## src/rtl/cap_sense_cmp_defs.vh

```
// constants for the capacitive-sense threshold comparator
// Overview of operation
// - compare latest result against high:low threshold
// - result at or below threshold clears flag
// - result above threshold sets flag
// - with accumulation, compare only final conversion
// - flag set raises interrupt when enable set
// - flag during auto-scan halts scans until busy written
// - suspended device wakes on greater-than event
// - wake-up happens even with interrupt disabled
`ifndef CAP_SENSE_CMP_DEFS_VH
`define CAP_SENSE_CMP_DEFS_VH
`define THR_RESET 8'h00
`define FLAG_RESET 1'b0
`define ACC_CNT_RESET 7'h00
`define ONE_CNT 7'h01
`define BIT_SET 1'b1
`define BIT_CLR 1'b0
`endif

```

## src/rtl/cap_sense_threshold_compare.v

```verilog
// threshold comparator following a capacitive-sense converter
`timescale 1ns/1ps
`include "cap_sense_cmp_defs.vh"
module cap_sense_threshold_compare #(
    parameter RES_W = 16,
    parameter ACC_W = 7
) (
    input wire clk,
    input wire rst_n,
    input wire [RES_W-1:0] conv_result,
    input wire conv_done,
    input wire [ACC_W-1:0] acc_count,
    input wire auto_scan_en,
    input wire suspend_active,
    input wire greater_than_irq_enable,
    input wire sense_busy_write_one,
    input wire thr_high_wr,
    input wire thr_low_wr,
    input wire [7:0] thr_wdata,
    output reg [7:0] sense_threshold_high,
    output reg [7:0] sense_threshold_low,
    output reg greater_than_flag,
    output reg cmp_irq,
    output reg scan_hold,
    output reg wake_req
);
    // ==================================================================
    // threshold registers
    // ==================================================================
    wire [7:0] thr_high_w;
    wire [7:0] thr_low_w;
    threshold_store u_store (
        .clk(clk),
        .rst_n(rst_n),
        .wr_high(thr_high_wr),
        .wr_low(thr_low_wr),
        .wdata(thr_wdata),
        .thr_high_q(thr_high_w),
        .thr_low_q(thr_low_w)
    );
    always @* begin
        sense_threshold_high = thr_high_w;
        sense_threshold_low = thr_low_w;
    end

    // ==================================================================
    // comparison against the threshold pair
    // ==================================================================
    wire [15:0] threshold;
    wire [RES_W-1:0] thr_ext;
    wire above;

    // high byte on top, low byte below
    assign threshold = {thr_high_w, thr_low_w};
    assign thr_ext = threshold[RES_W-1:0];
    // unsigned compare; equal counts as not above
    assign above = conv_result > thr_ext;

    // ==================================================================
    // accumulation counting
    // ==================================================================
    reg [ACC_W-1:0] acc_cnt_q;
    reg [ACC_W-1:0] acc_cnt_d;
    reg [ACC_W-1:0] acc_cnt_inc;
    reg final_conv;

    // a set of 0 or 1 conversions compares on every conversion
    always @* begin
        acc_cnt_inc = acc_cnt_q + `ONE_CNT;
        acc_cnt_d = acc_cnt_q;
        final_conv = `BIT_CLR;
        if (conv_done) begin
            if (acc_cnt_inc >= acc_count) begin
                final_conv = `BIT_SET;
                acc_cnt_d = `ACC_CNT_RESET;
            end else begin
                acc_cnt_d = acc_cnt_inc;
            end
        end
    end

    // counter restarts after the last conversion of a set
    always @(posedge clk or negedge rst_n) begin
        if (!rst_n) begin
            acc_cnt_q <= `ACC_CNT_RESET;
        end else begin
            acc_cnt_q <= acc_cnt_d;
        end
    end

    // ==================================================================
    // comparator events
    // ==================================================================
    wire cmp_event;
    wire gt_event;

    // intermediate conversions of a set raise no event
    assign cmp_event = final_conv;
    assign gt_event = final_conv && above;

    // ==================================================================
    // qualified causes
    // ==================================================================
    wire irq_cause;
    wire hold_cause;
    wire wake_cause;

    // the interrupt enable gates the request only
    assign irq_cause = gt_event && greater_than_irq_enable;
    // a hold only matters while auto-scan is running
    assign hold_cause = gt_event && auto_scan_en;
    // suspend wake ignores the interrupt enable
    assign wake_cause = gt_event && suspend_active;

    // ==================================================================
    // greater-than flag
    // ==================================================================
    reg flag_q;
    reg flag_d;

    // only a completed comparison may move the flag
    always @* begin
        flag_d = flag_q;
        if (cmp_event) begin
            if (above) begin
                flag_d = `BIT_SET;
            end else begin
                flag_d = `BIT_CLR;
            end
        end
    end

    // flag state register
    always @(posedge clk or negedge rst_n) begin
        if (!rst_n) begin
            flag_q <= `FLAG_RESET;
        end else begin
            flag_q <= flag_d;
        end
    end

    // ==================================================================
    // interrupt request pulse
    // ==================================================================
    reg irq_q;
    reg irq_d;

    // one-cycle pulse per greater-than event while the interrupt enable is set
    always @* begin
        irq_d = `BIT_CLR;
        if (irq_cause) begin
            irq_d = `BIT_SET;
        end
    end

    // interrupt pulse register
    always @(posedge clk or negedge rst_n) begin
        if (!rst_n) begin
            irq_q <= `FLAG_RESET;
        end else begin
            irq_q <= irq_d;
        end
    end

    // ==================================================================
    // auto-scan hold
    // ==================================================================
    reg hold_q;
    reg hold_d;

    // a new event wins over a busy write in the same cycle
    always @* begin
        hold_d = hold_q;
        if (hold_cause) begin
            hold_d = `BIT_SET;
        end else if (sense_busy_write_one) begin
            hold_d = `BIT_CLR;
        end
    end

    // hold state register
    always @(posedge clk or negedge rst_n) begin
        if (!rst_n) begin
            hold_q <= `FLAG_RESET;
        end else begin
            hold_q <= hold_d;
        end
    end

    // ==================================================================
    // suspend wake request
    // ==================================================================
    reg wake_q;
    reg wake_d;

    // one-cycle pulse while suspended
    always @* begin
        wake_d = `BIT_CLR;
        if (wake_cause) begin
            wake_d = `BIT_SET;
        end
    end

    // wake pulse register
    always @(posedge clk or negedge rst_n) begin
        if (!rst_n) begin
            wake_q <= `FLAG_RESET;
        end else begin
            wake_q <= wake_d;
        end
    end

    // ==================================================================
    // outputs
    // ==================================================================
    // every output is a plain copy of a register
    always @* begin
        greater_than_flag = flag_q;
        cmp_irq = irq_q;
        scan_hold = hold_q;
        wake_req = wake_q;
    end
endmodule

```

## src/rtl/threshold_store.v

```verilog
// threshold byte pair storage with registered read data
`timescale 1ns/1ps
`include "cap_sense_cmp_defs.vh"
module threshold_store (
    input wire clk,
    input wire rst_n,
    input wire wr_high,
    input wire wr_low,
    input wire [7:0] wdata,
    output reg [7:0] thr_high_q,
    output reg [7:0] thr_low_q
);
    always @(posedge clk or negedge rst_n) begin
        if (!rst_n) begin
            thr_high_q <= `THR_RESET;
            thr_low_q <= `THR_RESET;
        end else begin
            if (wr_high) begin
                thr_high_q <= wdata;
            end
            if (wr_low) begin
                thr_low_q <= wdata;
            end
        end
    end
endmodule
```

## config.mk

```make
export PLATFORM = sky130hd
export DESIGN_NAME = cap_sense_threshold_compare
export DESIGN_NICKNAME = d
export VERILOG_FILES = /design/src/rtl/cap_sense_threshold_compare.v /design/src/rtl/threshold_store.v
export VERILOG_INCLUDE_DIRS = /design/src /design/src/rtl
export SDC_FILE = /design/constraint.sdc
export NUM_CORES = 1
export LEC_CHECK = 0
export ABC_AREA = 1
export BUFFER_PORTS_ARGS = -buffer_cell sky130_fd_sc_hd__clkbuf_2
export CORE_MARGIN = 4
export CORE_UTILIZATION = 45
export CTS_CLUSTER_SIZE = 14
export DETAILED_ROUTE_END_ITERATION = 7
export GPL_TIMING_DRIVEN = 0
export PLACE_DENSITY_LB_ADDON = 0.2
export SLEW_MARGIN = 20
export SYNTH_ARGS = -nofsm -noshare
export SYNTH_HDL_FRONTEND = slang
export SYNTH_HIERARCHICAL = 1
export SYNTH_SLANG_ARGS = --single-unit
export TNS_END_PERCENT = 30
```

## constraint.sdc

```tcl
create_clock -name clk -period 4.49 [get_ports clk]
set_clock_uncertainty 0.15 [all_clocks]
set_input_delay 0.898 -clock clk [delete_from_list [all_inputs] [get_ports clk]]
set_output_delay 0.898 -clock clk [all_outputs]
set_load 0.02 [all_outputs]
```

# Word level (Yosys, flattened, before mapping)
# Cells that the tools add are included.
# word_totals
input_bits	40
elab_cells	23
latchBits	0
register_bits	27
n_memories	0
ram_bits	0
rom_bits	0
# op_classes
n_addsub	1
n_eq_ne	0
bitwise	0
div_mod_pow	0
order_cmp	2
reduce_logical	5
n_mux	8
mul	0
shift	0
# ops
cell	n
$gt 16x16->1	1
$add 7x1->7 const B	1
$ge 7x7->1	1
$mux 1	7
$mux 7	1
$logic_and 1x1->1	4
$reduce_bool 2->1	1

# Longest topological paths before layout
# logic_depth
word_depth	7
mapped_depth	14
ltp_nobuf	14

# By module
# The synthesis kept the hierarchy.
# modules_own_cells
mod	area_per_inst_um2	cells_each	n_inst	seq_area_each_um2
cap_sense_threshold_compare	1174.9	166	1	275.3
threshold_store	610.6	68	1	400.4

# Worst setup path after synthesis
# No wires, ideal clock.
# synth_path
path_kind	register to register
start	reg acc_cnt_q[0]
end	reg flag_q, in the netlist greater_than_flag
slack_ps	2276
synth_period_minus_slack_ps	2214
n_path_buf	0
stages_incl_launch_ff	15
setup_time_ps	118
arrival_ps	1946
path_cell_list	dfrtp_1 -> ha_1 -> nand3_2 -> nor3_2 -> xor2_1 -> inv_1 -> ha_1 -> nand2_1 -> clkinv_1 -> a21oi_2 -> nand3_2 -> nand2_1 -> nor2_2 -> nand2_2 -> nand2_1
# synth_between
elab_chain_cells	4
# synth_rtl
item	line_no	text
from (decl)	cap_sense_threshold_compare.v:62	reg [ACC_W-1:0] acc_cnt_q;
from (signal assigned)	cap_sense_threshold_compare.v:85	acc_cnt_q <= `ACC_CNT_RESET;
from (signal assigned)	cap_sense_threshold_compare.v:87	acc_cnt_q <= acc_cnt_d;
$add 7x1->7 (no line)	-	
$ge 7x7->1	cap_sense_threshold_compare.v:73	if (acc_cnt_inc >= acc_count) begin
$mux 1	cap_sense_threshold_compare.v:73	
$mux 1	cap_sense_threshold_compare.v:72	if (conv_done) begin
to (signal assigned)	cap_sense_threshold_compare.v:136	flag_q <= `FLAG_RESET;
to (signal assigned)	cap_sense_threshold_compare.v:138	flag_q <= flag_d;
to (decl)	cap_sense_threshold_compare.v:118	reg flag_q;
# Every way passes these cells.
# A chain may end at the register's enable or synchronous reset.

# Worst setup path after layout
# Ends and elaborated chain as after synthesis.

==> impl_results.md <==
* Run status: complete, no violations
* Clk buf depth at 2
* WL met3 at 246 microns
* Antenna violations before repair at 0
* Final number of setup-violating endpoints at 0
* Comb pwr share at 39.9%
* 1st-iter DRT viols at 41
* GR Overflow Total at 0
* DIE AREA at 0.00504 sq mm
* Highest Signal Layer: met4
* Largest net degree at the start of global routing at 28
* Post-layout minimum cycle time at 2450 ps
* Post-CTS setup buffers at 0
* Post-CTS sizing at 0
* Synth Area in Adders at 16.8%
* Routed len/inst at 10.6 microns
* Area of the core at 0.00374 sq mm
* Seq cells post-synth at 27
* I/O Buffers at 57
* Final Hold Violating Endpoints at 0
* Via count at 1,574
* Worst Path Required at 4500 ps
* Maxcap violations at 0
* Synth cell types at 23
* Fin nets at 360
* Synthesized area at 0.00179 sq mm
* Leak pwr at 1.35 nW
* Hold Path Origin: scan_hold$_DFFE_PN0P_
* Clock buffer count from CTS at 3
* Max FO, Critical Path at 4
* Post-synthesis xor/xnor area fraction at 2.45%
* PwrDens at 353 mW/mm^2
* Max-slew violation count at 0
* Pre-Repair DR Iteration Count at 6
* NetSw at 0.000300 W
* Final Cycle Share at 54.5%
* HPWL after DPL at 3.14 mm
* Post-Synth Simple-Gate Area at 27.4%
* DR WL met2 at 1.86 mm
* Commonest cells after routing, fill and taps aside: nand2_1, clkbuf_2, inv_1, dfrtp_1, ha_1
* Largest vdd supply drop at 178 uV
* Die Y at 71.0 microns
* Antenna Cells at 0
* Clk pwr share at 18.4%
* First-pass GRT wire length at 6.19 mm
* DRT antenna net count at 0
* CP max-delay cell: dfrtp_1
* Worst-case reg-to-reg path depth at 14
* Area growth, synth to finish at 22.1%
* Dpl ws at 2020 ps
* Critical path depth in cells at 14
* Synth Net Count at 298
* Share of cells above drive strength 1 at 27.8%
* Synth Area in Compound Gates at 4.77%
* Mux contribution to synthesized area at 0%
* RSZ-0062 raised after global routing: no
* DR vias/cell at 4.59
* Crit path buffers/inverters at 2
* Worst-path clk slew at 90 ps
* Fin worst setup slack at 2040 ps
* R2R setup slack at 2040 ps
* Total Routing Usage GR at 14.9%
* Worst hold margin at 335 ps
* Commonest non-fill, non-tap cell in the layout: nand2_1
* Number of global-route vias before repair at 1,526
* Crit-path most repeated cell: nand2_1
* Gpl congestion at 0.814
* Worst hold path endpoint: scan_hold$_DFFE_PN0P_
* R2R Path End: greater_than_flag$_DFFE_PN0P_
* Seq/Total Area, Yosys at 37.8%
* DRC at 0
* Post-Route M1 WL at 1.51 mm
* H-tree levels at 1
* CTS tree: done
* Cells after synthesis at 234
* Yosys warns at 6
* # placed instances at 339
* Internal at 0.000471 W
* Overall Power at 0.000770 W
* R2R Path Start: acc_cnt_q[0]$_DFFE_PN0P_
* Sw Share at 38.9%
* CTS hold repair buffers at 0
* Slowest stage delay, CP at 430 ps
* Final wirelength at 3.62 mm
* Hold depth at 2
* IO Count at 60
* CP Capture Type: flip-flop
* Critical path type: reg -> reg
* Combinational family with the most area after synthesis: simple AND/OR/NAND/NOR gates
* Slew headroom at 55.4%
* # rows at 22
* Starting Density at 47.7%
* Worst hold path type: reg -> reg
* Clock root buffer: clkbuf_8
* Syn Area/Cell at 7.63 sq um
* Worst Setup Start Kind: flip-flop
* Non-Filler Instances at 343
* Share of power burned in registers at 41.7%
* Clk_lat worst skew at 280 ps
* Cell Chain, Critical Path: ha_1, nand3_2, nor3_2, xor2_1, inv_1, ha_1, nand2_1, clkinv_1, a21oi_2, nand3_2, nand2_1, nor2_2, nand2_2, nand2_1
* CP top delay family: simple AND/OR/NAND/NOR gates
* CTS Sinks at 27
* Crit path DAT at 2460 ps
* Die Width at 71.0 microns
* Maximum clock frequency at 0.409 GHz
* Slew @ Worst Pin at 669 ps
* Setup tns final at 0 ps
## flip-flops by register name (all words and copies together), names as in the netlist
register and count:
cmp_irq 1, u_store/thr_low_q 8, u_store/thr_high_q 8, greater_than_flag 1
wake_req 1, acc_cnt_q 7, scan_hold 1
## cell families (layout without fill, tap and decap cells)
logic type,count (synthesis),in the layout
xor+xnor,5,5
fa+ha+maj,24,24
compound gates,15,15
flops,27,27
simple gates,116,116
buf+inv,47,108
## cells in the mapped netlist
master	count	area (sq um)
nand2_1	94	353
inv_1	34	128
dfrtp_1	27	676
ha_1	24	300
inv_2	9	33.8
nor2_1	9	33.8
a21oi_1	7	35.0
xor2_1	5	43.8
o21ai_1	4	20.0
nand3_1	3	15.0
nand3_2	3	30.0
buf_6	2	22.5
clkinv_1	2	7.51
nor3_2	2	20.0
a21o_1	1	7.51
a21oi_2	1	8.76
nand2_2	1	6.26
nand3b_1	1	7.51
nand4_1	1	6.26
nor2_2	1	6.26
nor2_4	1	11.3
o21ai_0	1	5.00
o21ai_2	1	8.76
## cell type report
type / instances / area (sq um)
plain buffers: 2 / 22.5
clock inverters: 1 / 7.51
repair buffers: 57 / 285
flip-flops and latches: 27 / 676
clock buffers: 3 / 41.3
well taps: 48 / 60.1
multi-input cells: 160 / 918
inverters: 45 / 169
fillers: 391 / 1560
## power groups by stage
stage | sequential, W | clock [W] | combinational, W
2_1_floorplan | 0.000343 | 0 | 0.000203
3_3_place_gp | 0.000325 | 0 | 0.000306
3_5_place_dp | 0.000328 | 0 | 0.000314
4_1_cts | 0.000323 | 0.000148 | 0.000316
5_1_grt | 0.000329 | 0.000158 | 0.000361
6_report | 0.000321 | 0.000142 | 0.000307
## metal layers
metal,global-route usage [%],up-vias
met2,27.9,38
met1,16.8,699
met3,5.26,2
met4,1.25,0
met5,0,-
li1,-,835
## worst max-delay path by stage
stage / slack [ps] / endpoint / startpoint
2_1_floorplan: 2280 / greater_than_flag$_DFFE_PN0P_ / acc_cnt_q[0]$_DFFE_PN0P_
3_3_place_gp: 2070 / greater_than_flag$_DFFE_PN0P_ / acc_cnt_q[0]$_DFFE_PN0P_
3_5_place_dp: 2020 / greater_than_flag$_DFFE_PN0P_ / acc_cnt_q[0]$_DFFE_PN0P_
4_1_cts: 2000 / greater_than_flag$_DFFE_PN0P_ / acc_cnt_q[0]$_DFFE_PN0P_
5_1_grt: 1850 / acc_cnt_q[3]$_DFFE_PN0P_ / acc_cnt_q[0]$_DFFE_PN0P_
6_report: 2040 / greater_than_flag$_DFFE_PN0P_ / acc_cnt_q[0]$_DFFE_PN0P_
## tightest hold or removal path, stage by stage (launching register included)
cell	delay (ps)
dfrtp_1	350
nand2_1	50
nand2_1	50
## through the flow
stage | cell area [sq um] | util [%]
final | 2180 | 58.2
after global routing | 2180 | 58.2
after CTS | 2180 | 58.2
after detailed placement | 2130 | 56.9
after global placement | 2130 | 56.9
after floorplan | 1790 | -
Power figures use the tool's default switching activity.
